[src/hdl/bthw_pkg.sv]
// constants shared by the bridge header window register slice
package bthw_pkg;
    // ----------------------------------------
    // register offsets (byte addresses)
    // ----------------------------------------
    localparam logic [7:0] OFS_CMD = 8'h04;
    localparam logic [7:0] OFS_MISC = 8'h0C;
    localparam logic [7:0] OFS_BASE_LO = 8'h10;
    localparam logic [7:0] OFS_BASE_HI = 8'h14;
    localparam logic [7:0] OFS_BUS = 8'h18;
    localparam logic [7:0] OFS_SEC_IO = 8'h1C;
    localparam logic [7:0] OFS_IO_UP = 8'h30;
    localparam logic [7:0] OFS_BRCTL = 8'h3C;
    // ----------------------------------------
    // field positions
    // ----------------------------------------
    localparam int POS_IO_EN = 0;
    localparam int POS_LAYOUT = 16;
    localparam int POS_MAP = 1;
    localparam int POS_BAR_ADDR = 17;
    localparam int POS_IO_BASE = 4;
    localparam int POS_IO_LCAP = 8;
    localparam int POS_IO_LIM = 12;
    localparam int POS_PAR_FLAG = 24;
    localparam int POS_PAR_EN = 16;
    // ----------------------------------------
    // fixed encodings and reset values
    // ----------------------------------------
    localparam logic [6:0] LAYOUT_TYPE1 = 7'h01;
    localparam logic [1:0] MAP_32 = 2'h0;
    localparam logic [1:0] MAP_64 = 2'h2;
    localparam logic [3:0] IO_CAP_32 = 4'h1;
    localparam logic [3:0] RST_IO_BASE = 4'hF;
    localparam logic [3:0] RST_IO_LIM = 4'h0;
    localparam logic [7:0] RST_BUS = 8'h00;
    localparam logic [7:0] RST_CACHE = 8'h00;
    localparam logic [14:0] RST_BAR_LO = 15'h0000;
    localparam logic [31:0] RST_BAR_HI = 32'h0000_0000;
    localparam logic [15:0] RST_IO_UPPER = 16'h0000;
    localparam logic [11:0] IO_BASE_LOW = 12'h000;
    localparam logic [11:0] IO_LIM_LOW = 12'hFFF;
    localparam logic [31:0] ZERO_WORD = 32'h0000_0000;
endpackage

[src/hdl/bthw_win_if.sv]
// window bounds and I/O requests between register slice and decoder
interface bthw_win_if;
    logic [31:0] base;     // full 32-bit window base
    logic [31:0] limit;    // full 32-bit window limit
    logic io_enable;       // primary-side I/O access enable
    logic dn_valid;        // primary-side request present
    logic [31:0] dn_addr;  // primary-side request address
    logic dn_forward;      // pass request downstream
    logic up_valid;        // secondary-side request present
    logic [31:0] up_addr;  // secondary-side request address
    logic up_forward;      // pass request upstream
    modport ctrl (
        output base, limit, io_enable, dn_valid, dn_addr, up_valid, up_addr,
        input dn_forward, up_forward
    );
    modport dec (
        input base, limit, io_enable, dn_valid, dn_addr, up_valid, up_addr,
        output dn_forward, up_forward
    );
endinterface

[src/hdl/bthw_regs.sv]
// bridge header window register slice for one switch port
module bthw_regs #(
    parameter bit UPSTREAM = 1'b1,                    // port faces the root
    parameter logic [1:0] MAP_TYPE = bthw_pkg::MAP_32, // strap for base width
    parameter logic [3:0] IO_CAP = bthw_pkg::IO_CAP_32 // I/O decode width
) (
    input wire logic clock,
    input wire logic rst_n,
    input wire logic [7:0] reg_addr,
    input wire logic [31:0] reg_wdata,
    input wire logic reg_wr,
    input wire logic reg_rd,
    output logic [31:0] reg_rdata,
    input wire logic dn_io_valid,
    input wire logic [31:0] dn_io_addr,
    output logic dn_io_forward,
    input wire logic up_io_valid,
    input wire logic [31:0] up_io_addr,
    output logic up_io_forward,
    input wire logic poison_cpl_rcvd,
    input wire logic poison_wr_fwd,
    output logic poison_status_set
);
    // ----------------------------------------
    // reset release
    // ----------------------------------------
    logic rst_meta;  // first stage, read only by rst_sync
    logic rst_sync;  // released reset used by the core

    // assert at once, release two edges later
    // one release edge for all
    always_ff @(posedge clock or negedge rst_n) begin
        if (!rst_n) begin
            rst_meta <= 1'b0;
        end else begin
            rst_meta <= 1'b1;
        end
    end

    // second stage of the release
    // only reader of rst_meta
    always_ff @(posedge clock or negedge rst_n) begin
        if (!rst_n) begin
            rst_sync <= 1'b0;
        end else begin
            rst_sync <= rst_meta;
        end
    end

    // ----------------------------------------
    // storage
    // ----------------------------------------
    // fixed fields own no flops

    logic [7:0] cache_line;        // scratch byte, no effect on logic
    logic io_enable;               // primary I/O access enable
    logic par_resp_en;             // bridge parity response enable
    logic [14:0] bar_addr_lo;      // window base bits 31:17
    logic [31:0] bar_addr_hi;      // window base bits 63:32
    logic [7:0] pri_bus;           // primary bus number
    logic [7:0] sec_bus;           // secondary bus number
    logic [7:0] sub_bus;           // subordinate bus number
    logic [3:0] io_base_addr;      // I/O base bits 15:12
    logic [3:0] io_limit_addr;     // I/O limit bits 15:12
    logic par_flag;                // secondary parity flag
    logic [15:0] io_base_upper;    // I/O base bits 31:16
    logic [15:0] io_limit_upper;   // I/O limit bits 31:16

    // ----------------------------------------
    // derived conditions
    // ----------------------------------------
    // straps fold to constants
    wire logic bar_hi_wr_ok;   // high base may take writes
    wire logic io_32bit;       // upper halves take part in decode
    wire logic par_set;        // a parity event counts this cycle
    wire logic poison_any;     // either poisoned event present

    // high base only upstream and only for a 64-bit map
    // a 32-bit build keeps it zero
    assign bar_hi_wr_ok = UPSTREAM && (MAP_TYPE == bthw_pkg::MAP_64);

    // upper halves join decode
    assign io_32bit = (IO_CAP == bthw_pkg::IO_CAP_32);

    // either poisoned event
    assign poison_any = poison_cpl_rcvd || poison_wr_fwd;
    // gated by the enable so the flag never sets while it is off
    assign par_set = par_resp_en && poison_any;

    // ----------------------------------------
    // write strobes
    // ----------------------------------------
    // unmapped writes match none
    wire logic wr_cmd;     // command word
    wire logic wr_misc;    // miscellaneous control word
    wire logic wr_bar_lo;  // low base word
    wire logic wr_bar_hi;  // high base word
    wire logic wr_bus;     // bus number word
    wire logic wr_sec_io;  // status and I/O window word
    wire logic wr_io_up;   // I/O upper halves word
    wire logic wr_brctl;   // bridge control word

    assign wr_cmd = reg_wr && (reg_addr == bthw_pkg::OFS_CMD);
    assign wr_misc = reg_wr && (reg_addr == bthw_pkg::OFS_MISC);

    // downstream ports ignore writes to the base pair
    assign wr_bar_lo = reg_wr && UPSTREAM && (reg_addr == bthw_pkg::OFS_BASE_LO);
    assign wr_bar_hi = reg_wr && bar_hi_wr_ok && (reg_addr == bthw_pkg::OFS_BASE_HI);

    assign wr_bus = reg_wr && (reg_addr == bthw_pkg::OFS_BUS);
    assign wr_sec_io = reg_wr && (reg_addr == bthw_pkg::OFS_SEC_IO);

    // upper halves only writable while 32-bit decode is on
    assign wr_io_up = reg_wr && io_32bit && (reg_addr == bthw_pkg::OFS_IO_UP);
    assign wr_brctl = reg_wr && (reg_addr == bthw_pkg::OFS_BRCTL);

    // ----------------------------------------
    // control and scratch registers
    // ----------------------------------------
    // I/O off until enabled
    // cache byte is only scratch
    // only the writable bits are taken; fixed bits have no storage
    always_ff @(posedge clock or negedge rst_sync) begin
        if (!rst_sync) begin
            io_enable <= 1'b0;
            cache_line <= bthw_pkg::RST_CACHE;
            par_resp_en <= 1'b0;
        end else begin
            if (wr_cmd) begin
                io_enable <= reg_wdata[bthw_pkg::POS_IO_EN];
            end
            if (wr_misc) begin
                cache_line <= reg_wdata[7:0];
            end
            if (wr_brctl) begin
                par_resp_en <= reg_wdata[bthw_pkg::POS_PAR_EN];
            end
        end
    end

    // ----------------------------------------
    // configuration window base pair
    // ----------------------------------------
    // writable upstream only
    // bits below 17 are not stored, so they can never read back
    always_ff @(posedge clock or negedge rst_sync) begin
        if (!rst_sync) begin
            bar_addr_lo <= bthw_pkg::RST_BAR_LO;
            bar_addr_hi <= bthw_pkg::RST_BAR_HI;
        end else begin
            if (wr_bar_lo) begin
                bar_addr_lo <= reg_wdata[31:bthw_pkg::POS_BAR_ADDR];
            end
            if (wr_bar_hi) begin
                bar_addr_hi <= reg_wdata;
            end
        end
    end

    // ----------------------------------------
    // bus numbers
    // ----------------------------------------
    // software owned bytes
    // top byte has no storage and is dropped on write
    always_ff @(posedge clock or negedge rst_sync) begin
        if (!rst_sync) begin
            pri_bus <= bthw_pkg::RST_BUS;
            sec_bus <= bthw_pkg::RST_BUS;
            sub_bus <= bthw_pkg::RST_BUS;
        end else if (wr_bus) begin
            pri_bus <= reg_wdata[7:0];
            sec_bus <= reg_wdata[15:8];
            sub_bus <= reg_wdata[23:16];
        end
    end

    // ----------------------------------------
    // I/O window bounds
    // ----------------------------------------
    // decode reads these live
    // new bounds act from the edge after the write
    always_ff @(posedge clock or negedge rst_sync) begin
        if (!rst_sync) begin
            io_base_addr <= bthw_pkg::RST_IO_BASE;
            io_limit_addr <= bthw_pkg::RST_IO_LIM;
            io_base_upper <= bthw_pkg::RST_IO_UPPER;
            io_limit_upper <= bthw_pkg::RST_IO_UPPER;
        end else begin
            if (wr_sec_io) begin
                io_base_addr <= reg_wdata[7:4];
                io_limit_addr <= reg_wdata[15:12];
            end
            if (wr_io_up) begin
                io_base_upper <= reg_wdata[15:0];
                io_limit_upper <= reg_wdata[31:16];
            end
        end
    end

    // ----------------------------------------
    // secondary parity flag
    // ----------------------------------------
    // set wins over clear
    // set only through the gate
    wire logic par_clr;     // software asks for a clear
    wire logic next_par;    // flag value after this edge

    assign par_clr = wr_sec_io && reg_wdata[bthw_pkg::POS_PAR_FLAG];

    // a set in the clearing cycle wins so no event is lost
    assign next_par = par_set || (par_flag && !par_clr);

    // flag holds until written with a one
    always_ff @(posedge clock or negedge rst_sync) begin
        if (!rst_sync) begin
            par_flag <= 1'b0;
        end else begin
            par_flag <= next_par;
        end
    end

    // native poisoned status sees every event, flag sees gated ones
    // so gated-off events are kept
    always_ff @(posedge clock or negedge rst_sync) begin
        if (!rst_sync) begin
            poison_status_set <= 1'b0;
        end else begin
            poison_status_set <= poison_any;
        end
    end

    // ----------------------------------------
    // read words
    // ----------------------------------------
    // fixed fields tied here
    wire logic [31:0] rd_cmd;     // command word image
    wire logic [31:0] rd_misc;    // miscellaneous control image
    wire logic [31:0] rd_bar_lo;  // low base image
    wire logic [31:0] rd_bar_hi;  // high base image
    wire logic [31:0] rd_bus;     // bus number image
    wire logic [31:0] rd_sec_io;  // status and window image
    wire logic [31:0] rd_io_up;   // upper halves image
    wire logic [31:0] rd_brctl;   // bridge control image

    // only the enable bit is kept
    assign rd_cmd = {31'h0000_0000, io_enable};

    // self-test byte and header-type bit are constant zero
    assign rd_misc = {8'h00, 1'b0, bthw_pkg::LAYOUT_TYPE1, 8'h00, cache_line};

    // space and prefetch bits fixed zero, map type from the strap
    assign rd_bar_lo = UPSTREAM ?
        {bar_addr_lo, 13'h0000, 1'b0, MAP_TYPE, 1'b0} :
        bthw_pkg::ZERO_WORD;
    // zero unless the port is upstream and the map is 64 bits wide
    assign rd_bar_hi = bar_hi_wr_ok ? bar_addr_hi : bthw_pkg::ZERO_WORD;

    // latency byte is not stored and reads zero
    assign rd_bus = {8'h00, sub_bus, sec_bus, pri_bus};

    // reserved status bits sit as constant zero around the flag
    assign rd_sec_io = {4'h0, 3'h0, par_flag, 8'h00,
        io_limit_addr, IO_CAP, io_base_addr, IO_CAP};

    // 16-bit builds read zero
    assign rd_io_up = io_32bit ? {io_limit_upper, io_base_upper} : bthw_pkg::ZERO_WORD;
    assign rd_brctl = {15'h0000, par_resp_en, 16'h0000};

    // ----------------------------------------
    // read select and data register
    // ----------------------------------------
    // zero for idle cycles
    logic [31:0] next_rdata;  // word chosen for the next cycle

    // unmapped offsets answer with zero
    always_comb begin
        next_rdata = bthw_pkg::ZERO_WORD;
        // no lingering data
        if (!reg_rd) begin
            next_rdata = bthw_pkg::ZERO_WORD;
        end else if (reg_addr == bthw_pkg::OFS_CMD) begin
            next_rdata = rd_cmd;
        end else if (reg_addr == bthw_pkg::OFS_MISC) begin
            next_rdata = rd_misc;
        end else if (reg_addr == bthw_pkg::OFS_BASE_LO) begin
            next_rdata = rd_bar_lo;
        end else if (reg_addr == bthw_pkg::OFS_BASE_HI) begin
            next_rdata = rd_bar_hi;
        end else if (reg_addr == bthw_pkg::OFS_BUS) begin
            next_rdata = rd_bus;
        end else if (reg_addr == bthw_pkg::OFS_SEC_IO) begin
            next_rdata = rd_sec_io;
        end else if (reg_addr == bthw_pkg::OFS_IO_UP) begin
            next_rdata = rd_io_up;
        end else if (reg_addr == bthw_pkg::OFS_BRCTL) begin
            next_rdata = rd_brctl;
        end
    end

    // data stands only in the cycle after the read strobe
    // one flop keeps timing easy
    always_ff @(posedge clock or negedge rst_sync) begin
        if (!rst_sync) begin
            reg_rdata <= bthw_pkg::ZERO_WORD;
        end else begin
            reg_rdata <= next_rdata;
        end
    end

    // ----------------------------------------
    // window assembly and decoder
    // ----------------------------------------
    // full 32-bit bounds
    // 16-bit builds zero the top
    wire logic [15:0] base_upper_eff;   // upper base used in decode
    wire logic [15:0] limit_upper_eff;  // upper limit used in decode

    // 16-bit decode treats the upper halves as zero
    assign base_upper_eff = io_32bit ? io_base_upper : bthw_pkg::RST_IO_UPPER;
    assign limit_upper_eff = io_32bit ? io_limit_upper : bthw_pkg::RST_IO_UPPER;

    // bundle to the decoder
    bthw_win_if win ();

    // low 12 bits fixed: base rounds down, limit rounds up
    assign win.base = {base_upper_eff, io_base_addr, bthw_pkg::IO_BASE_LOW};
    assign win.limit = {limit_upper_eff, io_limit_addr, bthw_pkg::IO_LIM_LOW};

    // decode reads live registers, so a write is seen next cycle
    assign win.io_enable = io_enable;

    // requests pass through
    assign win.dn_valid = dn_io_valid;
    assign win.dn_addr = dn_io_addr;
    assign win.up_valid = up_io_valid;
    assign win.up_addr = up_io_addr;

    // combinational: forwarding answers in the request cycle
    // no flop on this path
    bthw_io_decode u_decode (
        .win(win)
    );

    // forwards leave unregistered
    assign dn_io_forward = win.dn_forward;
    assign up_io_forward = win.up_forward;
endmodule

[src/hdl/bthw_io_decode.sv]
// I/O base-to-limit forwarding decision for both directions
module bthw_io_decode (
    bthw_win_if.dec win
);
    // ----------------------------------------
    // window test
    // ----------------------------------------
    // inside only when base <= addr <= limit; an inverted window holds nothing
    function automatic logic in_window(
        input logic [31:0] addr,
        input logic [31:0] base,
        input logic [31:0] limit
    );
        in_window = (addr >= base) && (addr <= limit);
    endfunction

    wire logic dn_hit;  // primary address inside window
    wire logic up_hit;  // secondary address inside window

    assign dn_hit = in_window(win.dn_addr, win.base, win.limit);
    assign up_hit = in_window(win.up_addr, win.base, win.limit);

    // ----------------------------------------
    // forwarding
    // ----------------------------------------
    // downstream needs the access enable and a hit
    assign win.dn_forward = win.dn_valid && win.io_enable && dn_hit;
    // upstream passes everything that misses, all of it if inverted
    assign win.up_forward = win.up_valid && !up_hit;
endmodule

[config.mk]
export PLATFORM = sky130hd
export DESIGN_NAME = bthw_regs
export DESIGN_NICKNAME = d
export VERILOG_FILES = /design/src/hdl/bthw_pkg.sv /design/src/hdl/bthw_win_if.sv /design/src/hdl/bthw_regs.sv /design/src/hdl/bthw_io_decode.sv
export SDC_FILE = /design/constraint.sdc
export NUM_CORES = 1
export LEC_CHECK = 0
export ABC_AREA = 0
export BUFFER_PORTS_ARGS = -buffer_cell sky130_fd_sc_hd__buf_2
export CORE_MARGIN = 3
export CORE_UTILIZATION = 40
export CTS_CLUSTER_SIZE = 20
export DETAILED_ROUTE_END_ITERATION = 8
export GPL_ROUTABILITY_DRIVEN = 1
export SYNTH_ARGS = -nofsm -noshare
export SYNTH_HDL_FRONTEND = slang
export SYNTH_SLANG_ARGS = --single-unit
[constraint.sdc]
create_clock -name clock -period 4 [get_ports clock]
set_clock_uncertainty 0.1 [all_clocks]
set_input_delay 0.6 -clock clock [delete_from_list [all_inputs] [get_ports clock]]
set_output_delay 0.6 -clock clock [all_outputs]
set_load 0.01 [all_outputs]
==> reports/metrics.yaml <==
routing:
  firstDrtPassIters: 5
  wl_per_cell_um: 19.8
  vias_per_cell: 5.47
  drt_iter0_drc: 293
  route.detailed.drc: 0
  ant_nets: 0
  wl_um: 19800
  num_vias: 5473
floorplan:
  fp.dieH_um: 137
  dieArea_um2: 18800
  num_rows: 47
  start_util: 0.413
  coreArea_um2: 16700
  die_w_um: 137
  num_io_pins: 147
synth:
  async_flop_share: 1.00
  netlist.area_leader.share: 0.439
  yosys-top-cells-area: "dfrtp_1 (44%), ha_1 (15%), mux2_2 (9.0%)"
  yosysSeqAreaShare: 0.454
  synth_edf_count: 0
  syn_area_um2: 6900
  netlist_instances: 609
  ys_types: 47
  yosysWarnings: 0
  yosysTopAreaCell: "dfrtp_1"
  avgSynthCellArea_um2: 11.3
  synthFlopType: "dfrtp_1"
  synth-seq-cells: 125
  syn_nets: 801
layout:
  drive_gt1_frac: 0.330
  final_cell_mix: "buf_2 (146), dfrtp_1 (120), ha_1 (80)"
  nNetsFinal: 958
  syn2layout_area_growth_pct: 23.3
  final_common_cell: "buf_2"
  post-route-util: 0.509
  layout.cells.non_filler: 1000
global_routing:
  grt_pass1_vias: 5752
  grt_usage: 0.213
  overflow: 0
  antenna_found_initial: 2
  grt_max_degree: 62
  grt_pass1_wl_um: 30500
power_and_ir_drop:
  combPwrFrac: 0.105
  p_seq_frac: 0.411
  netSwitchingPower_uw: 802
  peakVddDrop_mv: 0.323
  p_total_mw: 3.31
  leakage_nw: 4.19
  netSwitchingFraction: 0.242
  clockPowerShare: 0.484
  power.internal_mw: 2.51
  p_per_area_nw_per_um2: 389
hold_path:
  min_to: "rst_sync$_DFF_PN0_"
  holdPathStages: 0
  min_path_type: "flip-flop to flip-flop"
  holdCritStartpoint: "rst_meta$_DFF_PN0_"
critical_path:
  rr_worst_depth: 1
  crit_arrival_ps: 2780
  path_buf_inv: 2
  worstSetupPathType: "flip-flop to primary output"
  reg2reg_from: "rst_sync$_DFF_PN0_"
  path_cells: "inv_1 > ha_1 > nor2b_1 > a2111oi_0 > a2111oi_0 > o21ai_0 > a21oi_1 > o2111a_1 > buf_2"
  r2r_slack_ps: 2520
  crit_required_ps: 3300
  r2r_end: "io_base_addr[2]$_DFFE_PN1P_"
  crit_fanout: 3
  cp_slowest_cell: "dfstp_2"
  critPathMaxStageDelay_ps: 550
  critPathTopFamily: "compound AO/OA/AOI/OAI gates"
  startpoint_type: "flip-flop"
  cp_common_cell: "a2111oi_0"
  end_kind: "primary output"
clock_network:
  cts_root_buffer: "clkbuf_16"
  h-tree-depth: 4
  cts_tree: "yes"
  cts.path.max_buffers: 2
  cts_buffers: 17
  clk_pin_slew_ps: 60
  insertion_delay_ps: 410
  cts.sinks: 125
timing:
  max-slew-margin-rel: 0.421
  slew_violations: 0
  min_period_ps: 3480
  period_share: 0.869
  layout_setup_ws_ps: 523
  hold_violations: 0
  fmax_mhz: 288
  fin_tns_setup_ps: 0
  rsz0062_at_grt: "no"
  finalSetupViolCount: 0
  worst_pin_slew_ps: 864
placement:
  pre_cts_slack_ps: 865
  placed_cells: 966
  place_congestion: 0.864
  hpwl_um: 15400
  io_buffers: 146
flow_run:
  drv_cap: 0
outcome:
  status: "finished, final reports clean"
stage by stage:
stage	hold slack [ps]	area (um2)
floorplan	204	6900
finish	249	8500
CTS	251	8500
detailed placement	238	7860
global route	263	8500
global placement	234	7860
final cells by class:
type	instances	area (um2)
Fill cell	1515	8200
Multi-Input combinational cell	421	3480
Sequential cell	125	3140
Timing Repair Buffer	156	808
Clock buffer	20	467
Tap cell	220	275
Inverter	45	169
Clock inverter	12	160
Antenna cell	1	2.50
worst max path at each step:
stage / startpoint / to / depth (start not counted)
after floorplan: rst_sync$_DFF_PN0_ / bar_addr_lo[0]$_DFFE_PN0P_ / 0
after global placement: dn_io_addr[12] / dn_io_forward / 10
after detailed placement: dn_io_addr[13] / dn_io_forward / 9
after CTS: io_base_addr[1]$_DFFE_PN1P_ / dn_io_forward / 9
after global routing: io_base_addr[1]$_DFFE_PN1P_ / dn_io_forward / 9
final: io_base_addr[1]$_DFFE_PN1P_ / dn_io_forward / 9
what timing repair did:
item / in CTS / in global routing
hold buffers: 1 / 0
resized for setup: 0 / 0
endpoints found under the hold margin: 2 / 0
setup buffers: 0 / 0
flip-flops by register name (all words and copies together), names as in the netlist:
signal,count
bar_addr_lo,15
base_upper_eff,16
cache_line,8
io_base_addr,4
io_enable,1
io_limit_addr,4
io_limit_upper,16
par_flag,1
par_resp_en,1
poison_status_set,1
pri_bus,8
reg_rdata,32
rst_meta,1
rst_sync,1
sec_bus,8
sub_bus,8
power by group through the flow:
stage	logic, mW	registers [mW]	clock network, mW
final	0.348	1.36	1.60
after detailed placement	0.345	1.38	0
after global routing	0.391	1.37	1.69
after CTS	0.348	1.36	1.63
after global placement	0.328	1.38	0
after floorplan	0.184	1.38	0
synth_stat cells (all sizes together), types with 3 or more instances:
cell type    n
buf         13
and3         3
o21ai       28
ha          80
inv         45
nor3         5
nand3       10
a21oi       40
a21o         9
a22oi       21
nor2        32
dfrtp      121
nand4       21
a2111oi      5
nor4         4
nor2b        3
mux2        89
clkbuf       5
a222oi       8
nor4b        5
nand2       36
dfstp        4
kinds of logic (layout without fill, tap and decap cells):
kind of cell / after synthesis / in the layout / share of synthesized area
simple gates: 126 / 126 / 0.0973
compound gates: 125 / 125 / 0.116
flops: 125 / 125 / 0.454
mux: 89 / 89 / 0.145
fa+ha+maj: 80 / 80 / 0.145
buf+inv: 63 / 233 / 0.0408
other cells: 1 / 2 / 0.000544
metal layers:
| metal | vias up | part of all wire | wire length, um | track usage |
|---|---|---|---|---|
| met4 | 2 | 0.018 | 346 | 0.0676 |
| met1 | 2713 | 0.43 | 8520 | 0.266 |
| met3 | 24 | 0.046 | 906 | 0.0493 |
| li1 | 2568 | - | - | - |
| met5 | - | 0.00035 | 7 | 0 |
| met2 | 166 | 0.50 | 9970 | 0.368 |
No activity file was read; power rests on OpenSTA's default activity.
